`src/rtl/sohctl_pkg.sv`:
```
package sohctl_pkg;

    localparam logic [8:0] SOHCTL_TERM_OH_ADDR   = 9'h0F9;
    localparam logic [8:0] SOHCTL_LINE_MODE_ADDR = 9'h0FA;
    localparam logic [8:0] SOHCTL_TX_CHAN_ADDR   = 9'h1F8;
    localparam logic [8:0] SOHCTL_TX_OH_ADDR     = 9'h1F9;
    localparam logic [8:0] SOHCTL_CLK_RTM_ADDR   = 9'h1FA;
    localparam logic [8:0] SOHCTL_STATUS_ADDR    = 9'h0FE;

    localparam logic [7:0] SOHCTL_REG_RESET      = 8'h00;
    localparam logic [7:0] SOHCTL_CLK_RTM_WMASK  = 8'hEB;

    localparam logic [7:0] SOHCTL_AIS_BYTE       = 8'hFF;
    localparam logic [7:0] SOHCTL_ZERO_BYTE      = 8'h00;

    // Line clock edges per SONET frame (6480 bits)
    localparam int         SOHCTL_FRAME_BITS     = 6480;
    localparam int         SOHCTL_FORCE_FRAMES   = 2;
    localparam logic [12:0] SOHCTL_FRAME_LAST    = 13'(SOHCTL_FRAME_BITS - 1);

    // Bit positions
    localparam int SOHCTL_B_F1  = 7;
    localparam int SOHCTL_B_C1  = 6;
    localparam int SOHCTL_B_Z1  = 5;
    localparam int SOHCTL_B_Z2  = 4;
    localparam int SOHCTL_B_AIS = 3;
    localparam int SOHCTL_B_TE  = 2;
    localparam int SOHCTL_B_FRM = 1;
    localparam int SOHCTL_B_PAR = 0;

    typedef enum logic [3:0] {
        SOHCTL_OH_A1, SOHCTL_OH_A2, SOHCTL_OH_C1, SOHCTL_OH_B1,
        SOHCTL_OH_E1, SOHCTL_OH_F1, SOHCTL_OH_DCC, SOHCTL_OH_H1,
        SOHCTL_OH_H2, SOHCTL_OH_H3, SOHCTL_OH_B2, SOHCTL_OH_APS,
        SOHCTL_OH_Z1, SOHCTL_OH_Z2, SOHCTL_OH_E2, SOHCTL_OH_SPE
    } sohctl_byte_t;

    typedef struct packed {
        logic       wr;
        logic       rd;
        logic [8:0] addr;
        logic [7:0] wdata;
    } sohctl_bus_t;

    typedef struct packed {
        logic rx_los;
        logic rx_lof;
        logic rx_line_ais;
        logic transport_evt;
        logic path_evt;
    } sohctl_alarm_t;

    typedef struct packed {
        logic [7:0]  term_oh;
        logic [7:0]  line_mode;
        logic [7:0]  tx_chan;
        logic [7:0]  tx_oh;
        logic [7:0]  clk_rtm;
        logic [7:0]  rdata;
        logic [2:0]  lclk_sync;
        logic [12:0] bit_cnt;
        logic [1:0]  frame_cnt;
        logic        force_seen;
        logic        force_long;
        logic [1:0]  alarm_prev;
        logic        irq;
        logic [7:0]  term_byte;
        logic [7:0]  line_byte;
    } sohctl_state_t;

endpackage : sohctl_pkg

```
`src/rtl/sohctl_top.sv`:
```
module sohctl_top
    import sohctl_pkg::*;
(
    input  wire logic          clk,
    input  wire logic          rst_b,
    input  wire sohctl_bus_t   bus,
    output logic [7:0]         rdata,
    input  wire logic          tx_line_clk_in,
    input  wire sohctl_alarm_t alarm_in,
    input  wire sohctl_byte_t  term_byte_sel,
    input  wire logic [7:0]    rx_line_byte,
    input  wire logic [7:0]    ram_byte,
    input  wire logic [7:0]    regen_byte,
    input  wire sohctl_byte_t  line_byte_sel,
    input  wire logic [7:0]    tx_term_byte,
    input  wire logic [7:0]    serial_chan_byte,
    output logic [7:0]         term_out_byte,
    output logic [7:0]         line_out_byte,
    output logic               irq_out,
    output logic               line_scramble_mode,
    output logic               terminal_bus_wide_select,
    output logic               serial_rx_out_en,
    output logic               line_remote_fail_ins,
    output logic               orderwire_align_select,
    output logic               orderwire_protect_to_ram,
    output logic               rx_to_tx_loopback,
    output logic               line_auto_alarm_insert,
    output logic               spe_only_active,
    output logic               retime_active,
    output logic               tx_line_clk_source,
    output logic               term_clk_from_tx_line,
    output logic               tx_auto_justify_en,
    output logic               force_pointer_up,
    output logic               force_pointer_down
);

    sohctl_state_t s_q;
    sohctl_state_t s_d;

    logic lclk_rise;
    logic spe_only;
    logic retime_en;
    logic [1:0] alarm_edge;
    logic [1:0] alarm_now;

    // Pick RAM, regenerated or pass-through value for one byte
    function automatic logic [7:0] pick(input logic use_ram, input logic [7:0] ram,
                                        input logic [7:0] pass);
        pick = use_ram ? ram : pass;
    endfunction : pick

    function automatic logic keeps_framing(input sohctl_byte_t b);
        keeps_framing = (b == SOHCTL_OH_A1) || (b == SOHCTL_OH_A2) ||
                        (b == SOHCTL_OH_E1) || (b == SOHCTL_OH_H1) ||
                        (b == SOHCTL_OH_H2);
    endfunction : keeps_framing

    assign retime_en  = !s_q.tx_oh[1];
    assign spe_only   = s_q.clk_rtm[7] && retime_en;
    assign lclk_rise  = s_q.lclk_sync[1] && !s_q.lclk_sync[2];
    assign alarm_now  = {alarm_in.transport_evt, alarm_in.path_evt};
    // Edge mode: rising only, or both edges when selected
    assign alarm_edge = s_q.line_mode[0] ? (alarm_now ^ s_q.alarm_prev)
                                         : (alarm_now & ~s_q.alarm_prev);

    always_comb begin
        logic [7:0] tb;
        logic [7:0] lb;
        logic       irq_src;
        s_d = s_q;
        tb = rx_line_byte;
        lb = tx_term_byte;
        irq_src = 1'b0;
        s_d.rdata = SOHCTL_ZERO_BYTE;

        if (bus.wr) begin
            unique case (bus.addr)
                SOHCTL_TERM_OH_ADDR:   s_d.term_oh = bus.wdata;
                SOHCTL_LINE_MODE_ADDR: s_d.line_mode = bus.wdata;
                SOHCTL_TX_CHAN_ADDR:   s_d.tx_chan = bus.wdata;
                SOHCTL_TX_OH_ADDR:     s_d.tx_oh = bus.wdata;
                // Undefined bits stay low whatever software writes
                SOHCTL_CLK_RTM_ADDR:   s_d.clk_rtm = bus.wdata & SOHCTL_CLK_RTM_WMASK;
                default: ;
            endcase
        end
        if (bus.rd) begin
            unique case (bus.addr)
                SOHCTL_TERM_OH_ADDR:   s_d.rdata = s_q.term_oh;
                SOHCTL_LINE_MODE_ADDR: s_d.rdata = s_q.line_mode;
                SOHCTL_TX_CHAN_ADDR:   s_d.rdata = s_q.tx_chan;
                SOHCTL_TX_OH_ADDR:     s_d.rdata = s_q.tx_oh;
                SOHCTL_CLK_RTM_ADDR:   s_d.rdata = s_q.clk_rtm;
                SOHCTL_STATUS_ADDR:    s_d.rdata = {3'h0, s_q.force_seen, s_q.frame_cnt,
                                                    spe_only, s_q.irq};
                default:               s_d.rdata = SOHCTL_ZERO_BYTE;
            endcase
        end

        // Link clock sampled twice before the edge detector sees it
        s_d.lclk_sync = {s_q.lclk_sync[1:0], tx_line_clk_in};

        // Forced justification: count frames of line clock while held
        if (!(s_q.clk_rtm[1] || s_q.clk_rtm[0])) begin
            s_d.bit_cnt = '0;
            s_d.frame_cnt = '0;
            s_d.force_seen = 1'b0;
        end else if (lclk_rise) begin
            s_d.force_seen = 1'b1;
            if (s_q.bit_cnt == SOHCTL_FRAME_LAST) begin
                s_d.bit_cnt = '0;
                if (s_q.frame_cnt != 2'(SOHCTL_FORCE_FRAMES))
                    s_d.frame_cnt = s_q.frame_cnt + 2'h1;
            end else begin
                s_d.bit_cnt = s_q.bit_cnt + 13'h1;
            end
        end
        // Held past the allowed frames: software broke the clear rule
        s_d.force_long = (s_q.frame_cnt == 2'(SOHCTL_FORCE_FRAMES));

        // Interrupts gated by layer enables and the hardware gate
        s_d.alarm_prev = alarm_now;
        // Each layer sees its own edge, so a falling edge counts in both-edge mode
        if ((s_q.line_mode[2] && alarm_edge[1]) ||
            (s_q.line_mode[1] && alarm_edge[0]))
            irq_src = 1'b1;
        if (irq_src)
            s_d.irq = 1'b1;
        else if (bus.rd && bus.addr == SOHCTL_STATUS_ADDR)
            s_d.irq = 1'b0;

        // Terminal-side outgoing byte
        unique case (term_byte_sel)
            SOHCTL_OH_F1: tb = pick(s_q.term_oh[SOHCTL_B_F1], ram_byte, rx_line_byte);
            SOHCTL_OH_C1: tb = pick(s_q.term_oh[SOHCTL_B_C1], ram_byte, rx_line_byte);
            SOHCTL_OH_Z1: tb = pick(s_q.term_oh[SOHCTL_B_Z1], ram_byte, rx_line_byte);
            SOHCTL_OH_Z2: tb = pick(s_q.term_oh[SOHCTL_B_Z2], ram_byte, rx_line_byte);
            SOHCTL_OH_A1, SOHCTL_OH_A2:
                tb = pick(s_q.term_oh[SOHCTL_B_FRM], regen_byte, rx_line_byte);
            SOHCTL_OH_B1: tb = pick(s_q.term_oh[SOHCTL_B_PAR], regen_byte, rx_line_byte);
            SOHCTL_OH_B2: tb = pick(s_q.tx_oh[SOHCTL_B_PAR] && !retime_en,
                                    regen_byte, rx_line_byte);
            default:      tb = rx_line_byte;
        endcase
        if (retime_en && term_byte_sel != SOHCTL_OH_SPE && !keeps_framing(term_byte_sel))
            tb = SOHCTL_ZERO_BYTE;
        if (retime_en && s_q.term_oh[SOHCTL_B_AIS] &&
            (s_q.term_oh[SOHCTL_B_TE] || s_q.tx_oh[SOHCTL_B_TE])) begin
            if (term_byte_sel == SOHCTL_OH_SPE)
                tb = SOHCTL_AIS_BYTE;
            else if (!keeps_framing(term_byte_sel))
                tb = SOHCTL_ZERO_BYTE;
        end
        s_d.term_byte = tb;

        // Line-side outgoing byte; SPE-only bars terminal source for F1, C1, Z1, Z2, DCC, E1, E2 and APS
        unique case (line_byte_sel)
            SOHCTL_OH_F1: lb = pick(s_q.tx_oh[SOHCTL_B_F1] || spe_only, ram_byte, tx_term_byte);
            SOHCTL_OH_C1: lb = pick(s_q.tx_oh[SOHCTL_B_C1] || spe_only, ram_byte, tx_term_byte);
            SOHCTL_OH_Z1: lb = pick(s_q.tx_oh[SOHCTL_B_Z1] || spe_only, ram_byte, tx_term_byte);
            SOHCTL_OH_Z2: lb = pick(s_q.tx_oh[SOHCTL_B_Z2] || spe_only, ram_byte, tx_term_byte);
            SOHCTL_OH_DCC: lb = pick(s_q.tx_chan[7] || s_q.tx_chan[6] || spe_only,
                                     serial_chan_byte, tx_term_byte);
            SOHCTL_OH_E1: lb = pick(s_q.tx_chan[5] || spe_only, serial_chan_byte, tx_term_byte);
            SOHCTL_OH_E2: lb = pick(s_q.tx_chan[4] || spe_only, serial_chan_byte, tx_term_byte);
            SOHCTL_OH_APS: lb = pick(s_q.tx_chan[2] || spe_only, ram_byte, tx_term_byte);
            SOHCTL_OH_SPE: lb = pick(s_q.tx_chan[3], ram_byte, tx_term_byte);
            SOHCTL_OH_B1: lb = pick(s_q.line_mode[7], regen_byte, tx_term_byte);
            default:      lb = tx_term_byte;
        endcase
        if (s_q.tx_oh[SOHCTL_B_AIS] && (alarm_in.rx_los || alarm_in.rx_lof ||
            alarm_in.rx_line_ais) && !keeps_framing(line_byte_sel))
            lb = SOHCTL_AIS_BYTE;
        s_d.line_byte = lb;
    end

    always_ff @(posedge clk or negedge rst_b) begin
        if (!rst_b) begin
            s_q <= '0;
        end else begin
            s_q <= s_d;
        end
    end

    assign rdata                    = s_q.rdata;
    assign term_out_byte            = s_q.term_byte;
    assign line_out_byte            = s_q.line_byte;
    assign irq_out                  = s_q.irq && s_q.line_mode[5];
    assign line_scramble_mode       = s_q.line_mode[7];
    assign terminal_bus_wide_select = s_q.line_mode[6];
    assign serial_rx_out_en         = s_q.line_mode[6] || !spe_only;
    assign line_remote_fail_ins     = s_q.line_mode[4] && (alarm_in.rx_los ||
                                      alarm_in.rx_lof || alarm_in.rx_line_ais);
    assign orderwire_align_select   = s_q.line_mode[3];
    assign orderwire_protect_to_ram = s_q.tx_chan[1] && !spe_only;
    assign rx_to_tx_loopback        = s_q.tx_chan[0];
    assign line_auto_alarm_insert   = s_q.tx_oh[SOHCTL_B_AIS];
    assign spe_only_active          = spe_only;
    assign retime_active            = retime_en;
    assign tx_line_clk_source       = s_q.clk_rtm[6];
    assign term_clk_from_tx_line    = s_q.clk_rtm[5] && retime_en;
    assign tx_auto_justify_en       = s_q.clk_rtm[3];
    // Forcing stops by itself once two frames pass, limiting repeats
    assign force_pointer_up         = s_q.clk_rtm[1] && !s_q.force_long;
    assign force_pointer_down       = s_q.clk_rtm[0] && !s_q.force_long;

    property p_read_data;
        @(posedge clk) disable iff (!rst_b)
        bus.rd && bus.addr == SOHCTL_TERM_OH_ADDR && !bus.wr |=> rdata == $past(s_q.term_oh);
    endproperty
    a_read_data: assert property (p_read_data) else $error("read data wrong");

    property p_reserved_low;
        @(posedge clk) disable iff (!rst_b)
        bus.wr && bus.addr == SOHCTL_CLK_RTM_ADDR |=> s_q.clk_rtm[4] == 1'b0 && !s_q.clk_rtm[2];
    endproperty
    a_reserved_low: assert property (p_reserved_low) else $error("undefined bit set");

    property p_irq_gate;
        @(posedge clk) disable iff (!rst_b)
        !s_q.line_mode[5] |-> !irq_out;
    endproperty
    a_irq_gate: assert property (p_irq_gate) else $error("irq not gated");

    property p_ferf;
        @(posedge clk) disable iff (!rst_b)
        s_q.line_mode[4] && alarm_in.rx_lof |-> line_remote_fail_ins;
    endproperty
    a_ferf: assert property (p_ferf) else $error("ferf missing");

    property p_spe_needs_retime;
        @(posedge clk) disable iff (!rst_b)
        spe_only_active |-> !s_q.tx_oh[1];
    endproperty
    a_spe_needs_retime: assert property (p_spe_needs_retime) else $error("spe bad");

    property p_retime_zero;
        @(posedge clk) disable iff (!rst_b)
        retime_en && term_byte_sel == SOHCTL_OH_C1 |=> term_out_byte == SOHCTL_ZERO_BYTE;
    endproperty
    a_retime_zero: assert property (p_retime_zero) else $error("toh not zero");

    property p_loop;
        @(posedge clk) disable iff (!rst_b)
        bus.wr && bus.addr == SOHCTL_TX_CHAN_ADDR ##1 1'b1 |-> rx_to_tx_loopback == $past(bus.wdata[0]);
    endproperty
    a_loop: assert property (p_loop) else $error("loopback wrong");

    property p_force_stop;
        @(posedge clk) disable iff (!rst_b)
        s_q.frame_cnt == 2'(SOHCTL_FORCE_FRAMES) |=> !force_pointer_up && !force_pointer_down;
    endproperty
    a_force_stop: assert property (p_force_stop) else $error("force not limited");

    property p_wr_term_oh;
        @(posedge clk) disable iff (!rst_b)
        bus.wr && bus.addr == SOHCTL_TERM_OH_ADDR |=> s_q.term_oh == $past(bus.wdata);
    endproperty
    a_wr_term_oh: assert property (p_wr_term_oh) else $error("write lost");

    property p_term_ram;
        @(posedge clk) disable iff (!rst_b)
        !retime_en && s_q.term_oh[SOHCTL_B_F1] && term_byte_sel == SOHCTL_OH_F1
            |=> term_out_byte == $past(ram_byte);
    endproperty
    a_term_ram: assert property (p_term_ram) else $error("F1 not from RAM");

    property p_term_pass;
        @(posedge clk) disable iff (!rst_b)
        !retime_en && !s_q.term_oh[SOHCTL_B_C1] && term_byte_sel == SOHCTL_OH_C1
            |=> term_out_byte == $past(rx_line_byte);
    endproperty
    a_term_pass: assert property (p_term_pass) else $error("C1 not passed");

    property p_retime_keep;
        @(posedge clk) disable iff (!rst_b)
        retime_en && term_byte_sel == SOHCTL_OH_E1 |=> term_out_byte == $past(rx_line_byte);
    endproperty
    a_retime_keep: assert property (p_retime_keep) else $error("E1 not kept");

    property p_ais_spe;
        @(posedge clk) disable iff (!rst_b)
        retime_en && s_q.term_oh[SOHCTL_B_AIS] && s_q.term_oh[SOHCTL_B_TE] &&
        term_byte_sel == SOHCTL_OH_SPE |=> term_out_byte == SOHCTL_AIS_BYTE;
    endproperty
    a_ais_spe: assert property (p_ais_spe) else $error("payload not ones");

    property p_section_term;
        @(posedge clk) disable iff (!rst_b)
        retime_en && !s_q.term_oh[SOHCTL_B_TE] && !s_q.tx_oh[SOHCTL_B_TE] &&
        term_byte_sel == SOHCTL_OH_SPE |=> term_out_byte == $past(rx_line_byte);
    endproperty
    a_section_term: assert property (p_section_term) else $error("AIS without LINE_TERM_EQUIP_EN/PATH_TERM_EQUIP_EN");

    property p_b2_retime;
        @(posedge clk) disable iff (!rst_b)
        retime_en && term_byte_sel == SOHCTL_OH_B2 |=> term_out_byte == SOHCTL_ZERO_BYTE;
    endproperty
    a_b2_retime: assert property (p_b2_retime) else $error("B2 not zero");

    property p_b1_regen;
        @(posedge clk) disable iff (!rst_b)
        !retime_en && s_q.term_oh[SOHCTL_B_PAR] && term_byte_sel == SOHCTL_OH_B1
            |=> term_out_byte == $past(regen_byte);
    endproperty
    a_b1_regen: assert property (p_b1_regen) else $error("B1 not recalculated");

    property p_line_b1;
        @(posedge clk) disable iff (!rst_b)
        s_q.line_mode[7] && !s_q.tx_oh[SOHCTL_B_AIS] && line_byte_sel == SOHCTL_OH_B1
            |=> line_out_byte == $past(regen_byte);
    endproperty
    a_line_b1: assert property (p_line_b1) else $error("line B1 wrong");

    property p_wide;
        @(posedge clk) disable iff (!rst_b)
        bus.wr && bus.addr == SOHCTL_LINE_MODE_ADDR
            |=> terminal_bus_wide_select == $past(bus.wdata[6]);
    endproperty
    a_wide: assert property (p_wide) else $error("bus width wrong");

    property p_irq_rise;
        @(posedge clk) disable iff (!rst_b)
        s_q.line_mode[2] && alarm_in.transport_evt && !s_q.alarm_prev[1] |=> s_q.irq;
    endproperty
    a_irq_rise: assert property (p_irq_rise) else $error("transport irq lost");

    property p_irq_path_fall;
        @(posedge clk) disable iff (!rst_b)
        s_q.line_mode[1] && s_q.line_mode[0] && !alarm_in.path_evt && s_q.alarm_prev[0]
            |=> s_q.irq;
    endproperty
    a_irq_path_fall: assert property (p_irq_path_fall) else $error("path fall lost");

    property p_line_chan;
        @(posedge clk) disable iff (!rst_b)
        s_q.tx_chan[5] && line_byte_sel == SOHCTL_OH_E1
            |=> line_out_byte == $past(serial_chan_byte);
    endproperty
    a_line_chan: assert property (p_line_chan) else $error("E1 not serial");

    property p_aps_ram;
        @(posedge clk) disable iff (!rst_b)
        s_q.tx_chan[2] && !s_q.tx_oh[SOHCTL_B_AIS] && line_byte_sel == SOHCTL_OH_APS
            |=> line_out_byte == $past(ram_byte);
    endproperty
    a_aps_ram: assert property (p_aps_ram) else $error("APS not from RAM");

    property p_spe_ram;
        @(posedge clk) disable iff (!rst_b)
        spe_only && !s_q.tx_oh[SOHCTL_B_AIS] && line_byte_sel == SOHCTL_OH_C1
            |=> line_out_byte == $past(ram_byte);
    endproperty
    a_spe_ram: assert property (p_spe_ram) else $error("terminal source in SPE");

    property p_line_f1;
        @(posedge clk) disable iff (!rst_b)
        s_q.tx_oh[SOHCTL_B_F1] && !s_q.tx_oh[SOHCTL_B_AIS] && line_byte_sel == SOHCTL_OH_F1
            |=> line_out_byte == $past(ram_byte);
    endproperty
    a_line_f1: assert property (p_line_f1) else $error("line F1 wrong");

    property p_line_ais;
        @(posedge clk) disable iff (!rst_b)
        s_q.tx_oh[SOHCTL_B_AIS] && alarm_in.rx_lof && line_byte_sel == SOHCTL_OH_SPE
            |=> line_out_byte == SOHCTL_AIS_BYTE;
    endproperty
    a_line_ais: assert property (p_line_ais) else $error("line AIS missing");

endmodule : sohctl_top

```
`config.mk`:
```
export PLATFORM = sky130hd
export DESIGN_NAME = sohctl_top
export DESIGN_NICKNAME = d
export VERILOG_FILES = /design/src/rtl/sohctl_pkg.sv /design/src/rtl/sohctl_top.sv
export SDC_FILE = /design/constraint.sdc
export NUM_CORES = 1
export LEC_CHECK = 0
export ABC_AREA = 1
export BUFFER_PORTS_ARGS = -buffer_cell sky130_fd_sc_hd__buf_2
export CORE_ASPECT_RATIO = 1.5
export CORE_MARGIN = 3
export CORE_UTILIZATION = 50
export CTS_CLUSTER_DIAMETER = 100
export DETAILED_ROUTE_END_ITERATION = 16
export GPL_TIMING_DRIVEN = 0
export PLACE_DENSITY = 0.69
export SLEW_MARGIN = 0
export SYNTH_ARGS = -nofsm -noshare
export SYNTH_HDL_FRONTEND = slang
export SYNTH_SLANG_ARGS = --single-unit
```
`constraint.sdc`:
```
create_clock -name clk -period 2.8 [get_ports clk]
set_input_delay 0.14 -clock clk [delete_from_list [all_inputs] [get_ports clk]]
set_output_delay 0.14 -clock clk [all_outputs]
set_load 0.01 [all_outputs]
```
After elaboration in Yosys (flattened, before gate mapping)

Cells that the tools add are included.

Eq/ne operators: 37
Bitwise operators: 3
Muxes and demuxes: 35
Add/sub/neg operators: 2
Reduce and logical (&&, ||, !) cells: 57

Operator list:

| operator                                      | count |
|---|---|
| 2-to-1 mux 8 bit                              | 23 |
| one-hot mux 8 bit (10 select lines)           | 1 |
| one-hot mux 8 bit (7 select lines)            | 1 |
| one-hot mux 8 bit (6 select lines)            | 1 |
| == test 4 bit, second input constant          | 11 |
| 2-to-1 mux 16 bit                             | 2 |
| == test 4 x 3 -> 1 bit, second input constant | 7 |
| == test 9 x 8 -> 1 bit, second input constant | 3 |
| == test 9 bit, second input constant          | 3 |
| logical OR 1 bit                              | 23 |
| logical AND 1 bit                             | 18 |
| == test 4 x 2 -> 1 bit, second input constant | 4 |
| adder 13 x 1 -> 13 bit, second input constant | 1 |
| == test 13 bit, second input constant         | 1 |
| 2-to-1 mux 13 bit                             | 1 |
| AND reduction 2 bit                           | 5 |
| == test 4 x 1 -> 1 bit, second input constant | 2 |
| zero test 4 bit                               | 2 |
| zero test 1 bit                               | 6 |
| 2-to-1 mux 2 bit                              | 3 |
| != test 2 x 1 -> 1 bit, second input constant | 2 |
| != test 2 bit, second input constant          | 2 |
| != test 4 bit, second input constant          | 1 |
| 2-to-1 mux 1 bit                              | 3 |
| 8 further kinds                               | 8 |

Input port bits: 75
Output and inout port bits: 40
Flip-flop bits (word level): 85
Logic and storage cells: 149

Depth between registers and ports, before layout

Gate-level depths: netlist of run 1.

Depth after elaboration: 11
Gate-level depth with buffers: 10

Worst setup path before layout of run 1

No wires, ideal clock.

Path kind: reg2reg
Start point: register s_q[56] (netlist name)
End point: register s_q, in the netlist line_out_byte[2]
Arrival: 1.262 ns
Path slack: 1.413 ns
Path buffers: 1
Period minus slack after synthesis: 1.387 ns
Required time: 2.675 ns
Stages on the path, launching flop included: 10
Setup time: 0.125 ns
Cells stage by stage: dfrtp_1 > inv_2 > nand2_4 > buf_6 > nand2_1 > nand2_1 > nand3_1 > nand3_1 > nor2_1 > nand3_1

RTL lines:

| what                   | line              | text |
|---|---|---|
| from (decl)            | sohctl_top.sv:37  | `sohctl_state_t s_q;` |
| from (signal assigned) | sohctl_top.sv:179 | `s_q <= '0;` |
| from (signal assigned) | sohctl_top.sv:181 | `s_q <= s_d;` |

Worst setup path after layout of run 1

Start point: register s_q[56] (netlist name)
End point: output serial_rx_out_en

Longest elaborated chain between the ends: 4

RTL lines:

| what              | line              | text |
|---|---|---|
| zero test 1 bit   | sohctl_top.sv:58  | `assign retime_en = !s_q.tx_oh[1];` |
| logical AND 1 bit | sohctl_top.sv:59  | `assign spe_only = s_q.clk_rtm[7] && retime_en;` |
| zero test 1 bit   | sohctl_top.sv:191 | `assign serial_rx_out_en = s_q.line_mode[6] \|\| !spe_only;` |
| logical OR 1 bit  | sohctl_top.sv:191 |  |
| to (decl)         | sohctl_top.sv:22  | `output logic serial_rx_out_en,` |

Every way passes these cells.

==> impl_summary.txt, run 1 <==
----------------------------------------------------
[Die]
  Width of the die ... 104 um
  Area of the placeable core ... 13700 um^2
  Floorplan die height ... 152 um
  I/O pin count ... ~120
  Die area ... approximately 16000 um^2
  Count of standard-cell rows ... 52
  Effective utilization at floorplan ... between 50% and 60%

[STA]
  Fmax ... 0.504 GHz
  Hold_ws ... 66.4 ps
  Actual transition at the worst max-transition pin ... 755 ps
  Min Tclk post-route ... 1980 ps
  Period utilisation layout ... 70.9%
  Worst Skew ... 14.2 ps
  Final total negative setup slack ... 0 ps
  Total count of max-transition violations in the final report ... 0
  Headroom to the max-slew limit ... 49.5%
  Final setup violating endpoints ... 0
  Setup repair after global routing missed its margin ... false
  Total count of hold-check failures in the final report ... 0

[Clock tree]
  # Post-CTS Setup Buffers ... 0
  Maximum buffer depth of the clock tree ... 2
  Clock latency reported for the late side of the worst-skew pair ... 350 ps
  Worst-path clk slew ... around 70 ps
  Clock tree from TritonCTS ... built
  CTS Buf Count ... 9
  Post-CTS Hold Fix Bufs ... 4
  CTS H-tree lvls ... 3
  Post-cts sizing count ... 0
  Root cell of the clock tree ... sky130_fd_sc_hd__clkbuf_16
  Clk sink count ... 85

[Global route]
  First-pass GRT wire length ... 38800 um
  Pin count of the biggest net entering global routing ... 52
  Overall overflow remaining after global route ... 0
  Initial antenna violation count ... 0
  Total routing resource utilization after global routing ... 29.9%
  Number of global-route vias before repair ... 7758

[Detailed routing]
  Antenna-violating nets left ... 0
  Routed wire length ... 23600 um
  Post-DR wirelength/cell ... 15.8 um
  Post-route DRC ... 0
  Vias/cell ... 5.46
  Violation count after the first detailed-routing iteration ... 610
  Router iterations before antenna repair ... 6
  Via Count ... 8192

[Layout]
  Commonest non-fill, non-tap cells in the layout ... 376 x sky130_fd_sc_hd__nand2_1, 181 x sky130_fd_sc_hd__nand3_1, 159 x sky130_fd_sc_hd__nor2_1
  Utilization after layout ... roughly 61%
  Ant. Diodes ... 0
  Layout Area Growth over Synthesis ... 16.8%
  Fraction of final layout cells with drive strength greater than 1 ... between 15 and 20%
  Final Net Count ... 1386
  Most common cell after layout, fill and taps aside ... sky130_fd_sc_hd__nand2_1
  Number of standard cells in the final layout excluding fillers ... 1500

[Worst hold path]
  Instance count along the most critical hold path ... 3
  Min-delay worst type ... input port to flip-flop
  Hold Path Sink ... s_q[81]
  Launch instance of the worst min-delay path ... bus[2]

[Setup path]
  Flop2flop setup slack ... 990 ps
  Depth of the most critical reg-to-reg path ... 9
  Worst reg2reg endpoint ... line_out_byte[3]
  Required @ worst endpoint ... 2660 ps
  Start-to-end type of the worst setup path ... flip-flop to primary output
  Crit Reg-Reg Startpoint ... s_q[56]
  CP max FO ... 10
  Critical path startpoint category ... flip-flop
  Endpoint kind of the worst setup timing path ... primary output
  Arrival @ worst endpoint ... 1840 ps

[Logic synthesis]
  Synthesized cell area ... 7140 um^2
  Synthesized netlist net count ... 1256
  Top cells by area, synth ... sky130_fd_sc_hd__dfrtp_1 30%, sky130_fd_sc_hd__nand2_1 20%, sky130_fd_sc_hd__nand3_1 13%, sky130_fd_sc_hd__nor2_1 8.4%, sky130_fd_sc_hd__inv_1 6.0%
  Flop and latch count out of synthesis ... between 80 and 90
  Synthesized instance count ... 1177
  Average instance area after synthesis ... 6.06 um^2
  Number of enable-type register cells in the synthesized netlist ... 0
  Share of the yosys chip area belonging to registers ... 29.8%
  Top FF cell, synth ... sky130_fd_sc_hd__dfrtp_1
  Fraction of post-synthesis cell area in the top cell type by area ... 29.8%
  Synth warn ... 0
  Area leader, netlist ... sky130_fd_sc_hd__dfrtp_1
  Synth unique cells ... 29
  Share of flip-flops with an asynchronous set or reset ... between 90% and 100%

[Placed design]
  Placed instance count ... 1481
  Buffers added on ports ... 114
  HPWL after DPL ... 18100 um
  Weighted congestion at the end of routability-driven global placement ... 0.958

[Power and ir drop]
  Power density of the placed cells ... 404 nW/um^2
  Leakage power summed over all cells ... between 0.004 and 0.005 uW
  Maximum ir drop on the vdd rail ... 352 uV
  Total power consumption of the routed design ... between 3000 and 4000 uW

[Status]
  Result of the run ... complete, no violations

[Run]
  Max-Cap Viols ... 0

----------------------------------------------------
[synthesized netlist by cell type, types with 3 or more instances]
cell type / number
sky130_fd_sc_hd__ha_1: 4
sky130_fd_sc_hd__nor2_1: 159
sky130_fd_sc_hd__o21ai_1: 3
sky130_fd_sc_hd__nand2_1: 376
sky130_fd_sc_hd__nor2_2: 3
sky130_fd_sc_hd__buf_6: 6
sky130_fd_sc_hd__or2_2: 3
sky130_fd_sc_hd__dfrtp_1: 85
sky130_fd_sc_hd__nand2_2: 7
sky130_fd_sc_hd__a21oi_1: 32
sky130_fd_sc_hd__o211ai_1: 17
sky130_fd_sc_hd__clkbuf_1: 15
sky130_fd_sc_hd__nand4_1: 33
sky130_fd_sc_hd__o21ai_2: 18
sky130_fd_sc_hd__buf_2: 12
sky130_fd_sc_hd__clkinv_1: 8
sky130_fd_sc_hd__xor2_1: 3
sky130_fd_sc_hd__inv_2: 5
sky130_fd_sc_hd__nand3_1: 181
sky130_fd_sc_hd__nor3_1: 4
sky130_fd_sc_hd__nor4_4: 3
sky130_fd_sc_hd__buf_4: 25
sky130_fd_sc_hd__o21ai_0: 53
sky130_fd_sc_hd__inv_1: 115
[sequential cells by signal, indices dropped and copies added (netlist names)]
name	count
rdata	8
line_out_byte	8
term_out_byte	8
line_scramble_mode	1
tx_auto_justify_en	1
orderwire_align_select	1
rx_to_tx_loopback	1
tx_line_clk_source	1
line_auto_alarm_insert	1
terminal_bus_wide_select	1
s_d	2
s_q	52
[cells by family after synthesis]
group	Yosys count	share of synthesized area, %
compound gates	125	10.4
xor+xnor	3	0.368
fa+ha+maj	4	0.701
buf+inv	186	11.9
flops	85	29.8
simple gates	774	46.8
[cell type report]
class	instances	area, um^2
buffer	58	372
clock buffer	10	239
clock inverter	5	82.6
fill	1424	5390
inverter	128	480
multi-input combinational	906	4160
sequential	85	2130
tap	189	236
timing repair buffer	119	641
[metal layers]
layer / global-route usage [%] / up-vias / share of wire [%]
met1: 36.0 / 3697 / 39
met2: 52.2 / 374 / 49
met5: 0 / - / 0
li1: - / 4041 / -
met4: 14.8 / 0 / 5.1
met3: 4.07 / 80 / 6.7
[worst max path at each step]
stage                       start               end  slack, ps  depth (start not counted)
after floorplan           s_q[56]  line_out_byte[2]       1410                          9
after global placement      rst_b  line_out_byte[7]        840                          1
after detailed placement  s_q[56]  line_out_byte[3]       1020                          9
after CTS                 s_q[56]  serial_rx_out_en        810                          6
after global routing      s_q[56]  serial_rx_out_en        750                          6
final                     s_q[56]  serial_rx_out_en        820                          6
[stage by stage]
step | setup slack, ps | instance area [um^2]
after global routing | 746 | 8340
final | 816 | 8340
after detailed placement | 1020 | 7970
after floorplan | 1410 | 7140
after global placement | 841 | 7940
after CTS | 814 | 8340
[worst max-delay path, stage by stage, from the launching register on]
cell and delay, ps:
sky130_fd_sc_hd__dfrtp_1 480, sky130_fd_sc_hd__inv_2 160, sky130_fd_sc_hd__nand2_4 100, sky130_fd_sc_hd__buf_6 150, sky130_fd_sc_hd__buf_4 180, sky130_fd_sc_hd__or2_2 270, sky130_fd_sc_hd__buf_2 140
[report_power, final]
group / internal (uW) / switching (uW)
logic: 247 / 464
clock network: 805 / 520
registers: 1290 / 40.9
total: 2340 / 1020
Note: power is estimated with default switching activity, not from simulation.
==> run 2, diff against run 1 <==
PLACE_DENSITY = 0.72   (was 0.69)
clock period = 1.8 ns   (was 2.8 ns; I/O delays follow)
==> run 2 against run 1 <==
Effect of this change: register-to-register slack worse by 860 ps; routed wire length is 2.1% lower; die area unchanged; first-iteration DRC count down 3.3%; total power rose by 49%; non-clock buffer count is the same.
==> impl_summary.txt, run 2 (same netlist as run 1, synthesis figures left out) <==
----------------------------------------------------
[Power and ir drop]
  Power density of the placed cells ... 604 nW/um^2 (was 404 nW/um^2)
  Total power consumption of the routed design ... 5030 uW (was 3370 uW)
  Leakage power summed over all cells ... 0.00439 uW (about the same)
  Maximum ir drop on the vdd rail ... 422 uV (was 352 uV)

[Layout]
  Final Net Count ... 1386 (unchanged)
  Layout Area Growth over Synthesis ... 16.7% (was 16.8%)
  Most common cell after layout, fill and taps aside ... sky130_fd_sc_hd__nand2_1 (unchanged)
  Final std cell area, no fill ... 8330 um^2 (was 8340 um^2)
  Fill cell count ... 1421 (was 1424)
  Utilization after layout ... 60.7% (about the same)
  Top reg by flops ... s_q (unchanged)
  Ant. Diodes ... 0 (unchanged)
  Commonest non-fill, non-tap cells in the layout ... 375 x sky130_fd_sc_hd__nand2_1, 181 x sky130_fd_sc_hd__nand3_1, 157 x sky130_fd_sc_hd__nor2_1 (was 376 x sky130_fd_sc_hd__nand2_1, 181 x sky130_fd_sc_hd__nand3_1, 159 x sky130_fd_sc_hd__nor2_1)
  Fraction of final layout cells with drive strength greater than 1 ... 17.1% (was 16.6%)
  Footprint of the multi-input gates ... 4170 um^2 (was 4160 um^2)
  Largest register FFs ... 52 (unchanged)
  Area used by sequential logic in the layout ... 2130 um^2 (about the same)

[Setup path]
  Kind of cell with the highest combined delay on the critical path ... buffers and inverters (unchanged)
  Arrival @ worst endpoint ... 1670 ps (was 1840 ps)
  Critical path startpoint category ... flip-flop (unchanged)
  Start-to-end type of the worst setup path ... flip-flop to primary output (unchanged)
  CP cell instances ... inv_4 > nand2_4 > buf_6 > buf_6 > or2_2 > buf_2 (was inv_2 > nand2_4 > buf_6 > buf_4 > or2_2 > buf_2)
  Slowest cell on crit path ... sky130_fd_sc_hd__dfrtp_2 (was sky130_fd_sc_hd__dfrtp_1)
  Crit path depth ... 6 (unchanged)
  Max stage delay on crit path ... 430 ps (was 480 ps)
  Number of buffer and inverter instances along the worst setup path ... 4 (unchanged)
  CP max FO ... 10 (unchanged)
  Required @ worst endpoint ... 1710 ps (was 2660 ps)
  Library cell appearing most often on the critical path ... sky130_fd_sc_hd__buf_6
  Endpoint kind of the worst setup timing path ... primary output (unchanged)
  Depth of the most critical reg-to-reg path ... 8 (was 9)

[Detailed routing]
  Router iterations before antenna repair ... 6 (unchanged)
  Routed wire length ... 23100 um (was 23600 um)
  Vias/cell ... 5.44 (was 5.46)
  Via Count ... 8165 (was 8192)
  Violation count after the first detailed-routing iteration ... 590 (was 610)
  Antenna-violating nets left ... 0 (unchanged)
  Post-route DRC ... 0 (unchanged)
  Post-DR wirelength/cell ... 15.4 um (was 15.8 um)

[Clock tree]
  Root cell of the clock tree ... sky130_fd_sc_hd__clkbuf_16 (unchanged)
  CTS Buf Count ... 9 (unchanged)
  Clk sink count ... 85 (unchanged)
  Worst-path clk slew ... 70 ps (about the same)
  Clock tree from TritonCTS ... built (unchanged)
  CTS H-tree lvls ... 3 (unchanged)
  Clock latency reported for the late side of the worst-skew pair ... 340 ps (was 350 ps)
  Maximum buffer depth of the clock tree ... 2 (unchanged)

[STA]
  Setup repair after global routing missed its margin ... false (unchanged)
  Total count of hold-check failures in the final report ... 0 (unchanged)
  Total count of max-transition violations in the final report ... 0 (unchanged)
  Final setup violating endpoints ... 0 (unchanged)
  Fmax ... 0.569 GHz
  Actual transition at the worst max-transition pin ... 755 ps (about the same)
  Min Tclk post-route ... 1760 ps
  Hold_ws ... 15.1 ps (was 66.4 ps)
  Period utilisation layout ... a little over nine tenths
  Final total negative setup slack ... 0 ps (unchanged)
  Worst Skew ... 8.87 ps (was 14.2 ps)
  Headroom to the max-slew limit ... 49.5% (about the same)

[Run]
  Max-Cap Viols ... 0 (unchanged)

[Global route]
  Initial antenna violation count ... 0 (unchanged)
  First-pass GRT wire length ... 37800 um (was 38800 um)
  Pin count of the biggest net entering global routing ... 49 (was 52)
  Number of global-route vias before repair ... 7644 (was 7758)
  Total routing resource utilization after global routing ... 29.1% (was 29.9%)
  Overall overflow remaining after global route ... 0 (unchanged)

[Worst hold path]
  Instance count along the most critical hold path ... 3 (unchanged)
  Min-delay worst type ... input port to flip-flop (unchanged)

[Die]
  Width of the die ... 104 um (unchanged)
  I/O pin count ... 115 (unchanged)
  Effective utilization at floorplan ... 52.0% (unchanged)
  Floorplan die height ... 152 um (unchanged)
  Area of the placeable core ... 13700 um^2 (unchanged)
  Die area ... 15800 um^2 (unchanged)
  Count of standard-cell rows ... 52 (unchanged)

[Placed design]
  Weighted congestion at the end of routability-driven global placement ... 0.958 (about the same)
  HPWL after DPL ... 18400 um (was 18100 um)
  Cell area reported after detailed placement ... 7970 um^2 (unchanged)
  Buffers added on ports ... 114 (unchanged)

[Status]
  Result of the run ... complete, no violations (unchanged)

----------------------------------------------------
## run 2: cell types whose count changed in the layout (fill, tap and decap cells not counted), moves of 2 or more
cell	delta
sky130_fd_sc_hd__inv_8	+3
sky130_fd_sc_hd__inv_6	+2
sky130_fd_sc_hd__clkbuf_1	-2
sky130_fd_sc_hd__nor2_1	-2
sky130_fd_sc_hd__bufinv_16	-2
sky130_fd_sc_hd__nor2_2	+2
## run 2: per-layer routing
metal / routed length, um / up-vias / global-route usage [%]
met5: 0 / - / 0
met4: 861 / 0 / 12.9
met3: 1420 / 66 / 3.98
met2: 11800 / 319 / 51.3
met1: 9060 / 3734 / 35.1
li1: - / 4046 / -
## run 2: worst paths after layout
path	startpoint	to	slack, ps
setup / recovery	s_q[56]	serial_rx_out_en	40
hold / removal	bus[0]	s_q[79]	20
setup reg to reg	s_q[83]	term_out_byte[3]	130
hold reg to reg	s_d[37]	s_d[38]	350
max in group asynchronous	rst_b	s_q[75]	920
min in group asynchronous	rst_b	orderwire_align_select	260
## run 2: timing repair
item,4_1_cts,5_1_grt
hold endpoints to repair,40,0
endpoints found under the setup margin,1,15
setup buffers,2,0
resized for setup,2,4
hold buffers,4,0
## run 2: final cells by class
class,instances,share of cell area [%]
flip-flops and latches,85,25.6
clock inverters,7,0.781
inverters,128,5.80
clock buffers,9,2.70
plain buffers,56,4.42
well taps,189,2.84
repair buffers,121,7.87
multi-input cells,906,50.0
## run 2: worst register-to-register path, stage by stage, from the launching register on
cell and delay, ps:
sky130_fd_sc_hd__dfrtp_1 480, sky130_fd_sc_hd__clkbuf_1 410, sky130_fd_sc_hd__o21ai_0 250, sky130_fd_sc_hd__nand2_1 110
sky130_fd_sc_hd__nand2_1 50, sky130_fd_sc_hd__nor2_1 90, sky130_fd_sc_hd__nand2_1 60, sky130_fd_sc_hd__nand2_1 60
sky130_fd_sc_hd__nand2_1 50
## run 2: stage by stage
stage | instances | worst slack (ps)
2_1_floorplan | 1177 | 413
3_3_place_gp | 1480 | -105
3_5_place_dp | 1481 | 66.0
4_1_cts | 1503 | 2.92
5_1_grt | 1501 | 1.47
6_report | 1501 | 43.9
## run 2: power by group
group	switching (uW)	leakage, uW	internal (uW)
Combinational	716	0.00323	387
Clock	875	0.000147	979
Sequential	63.5	0.00101	2010
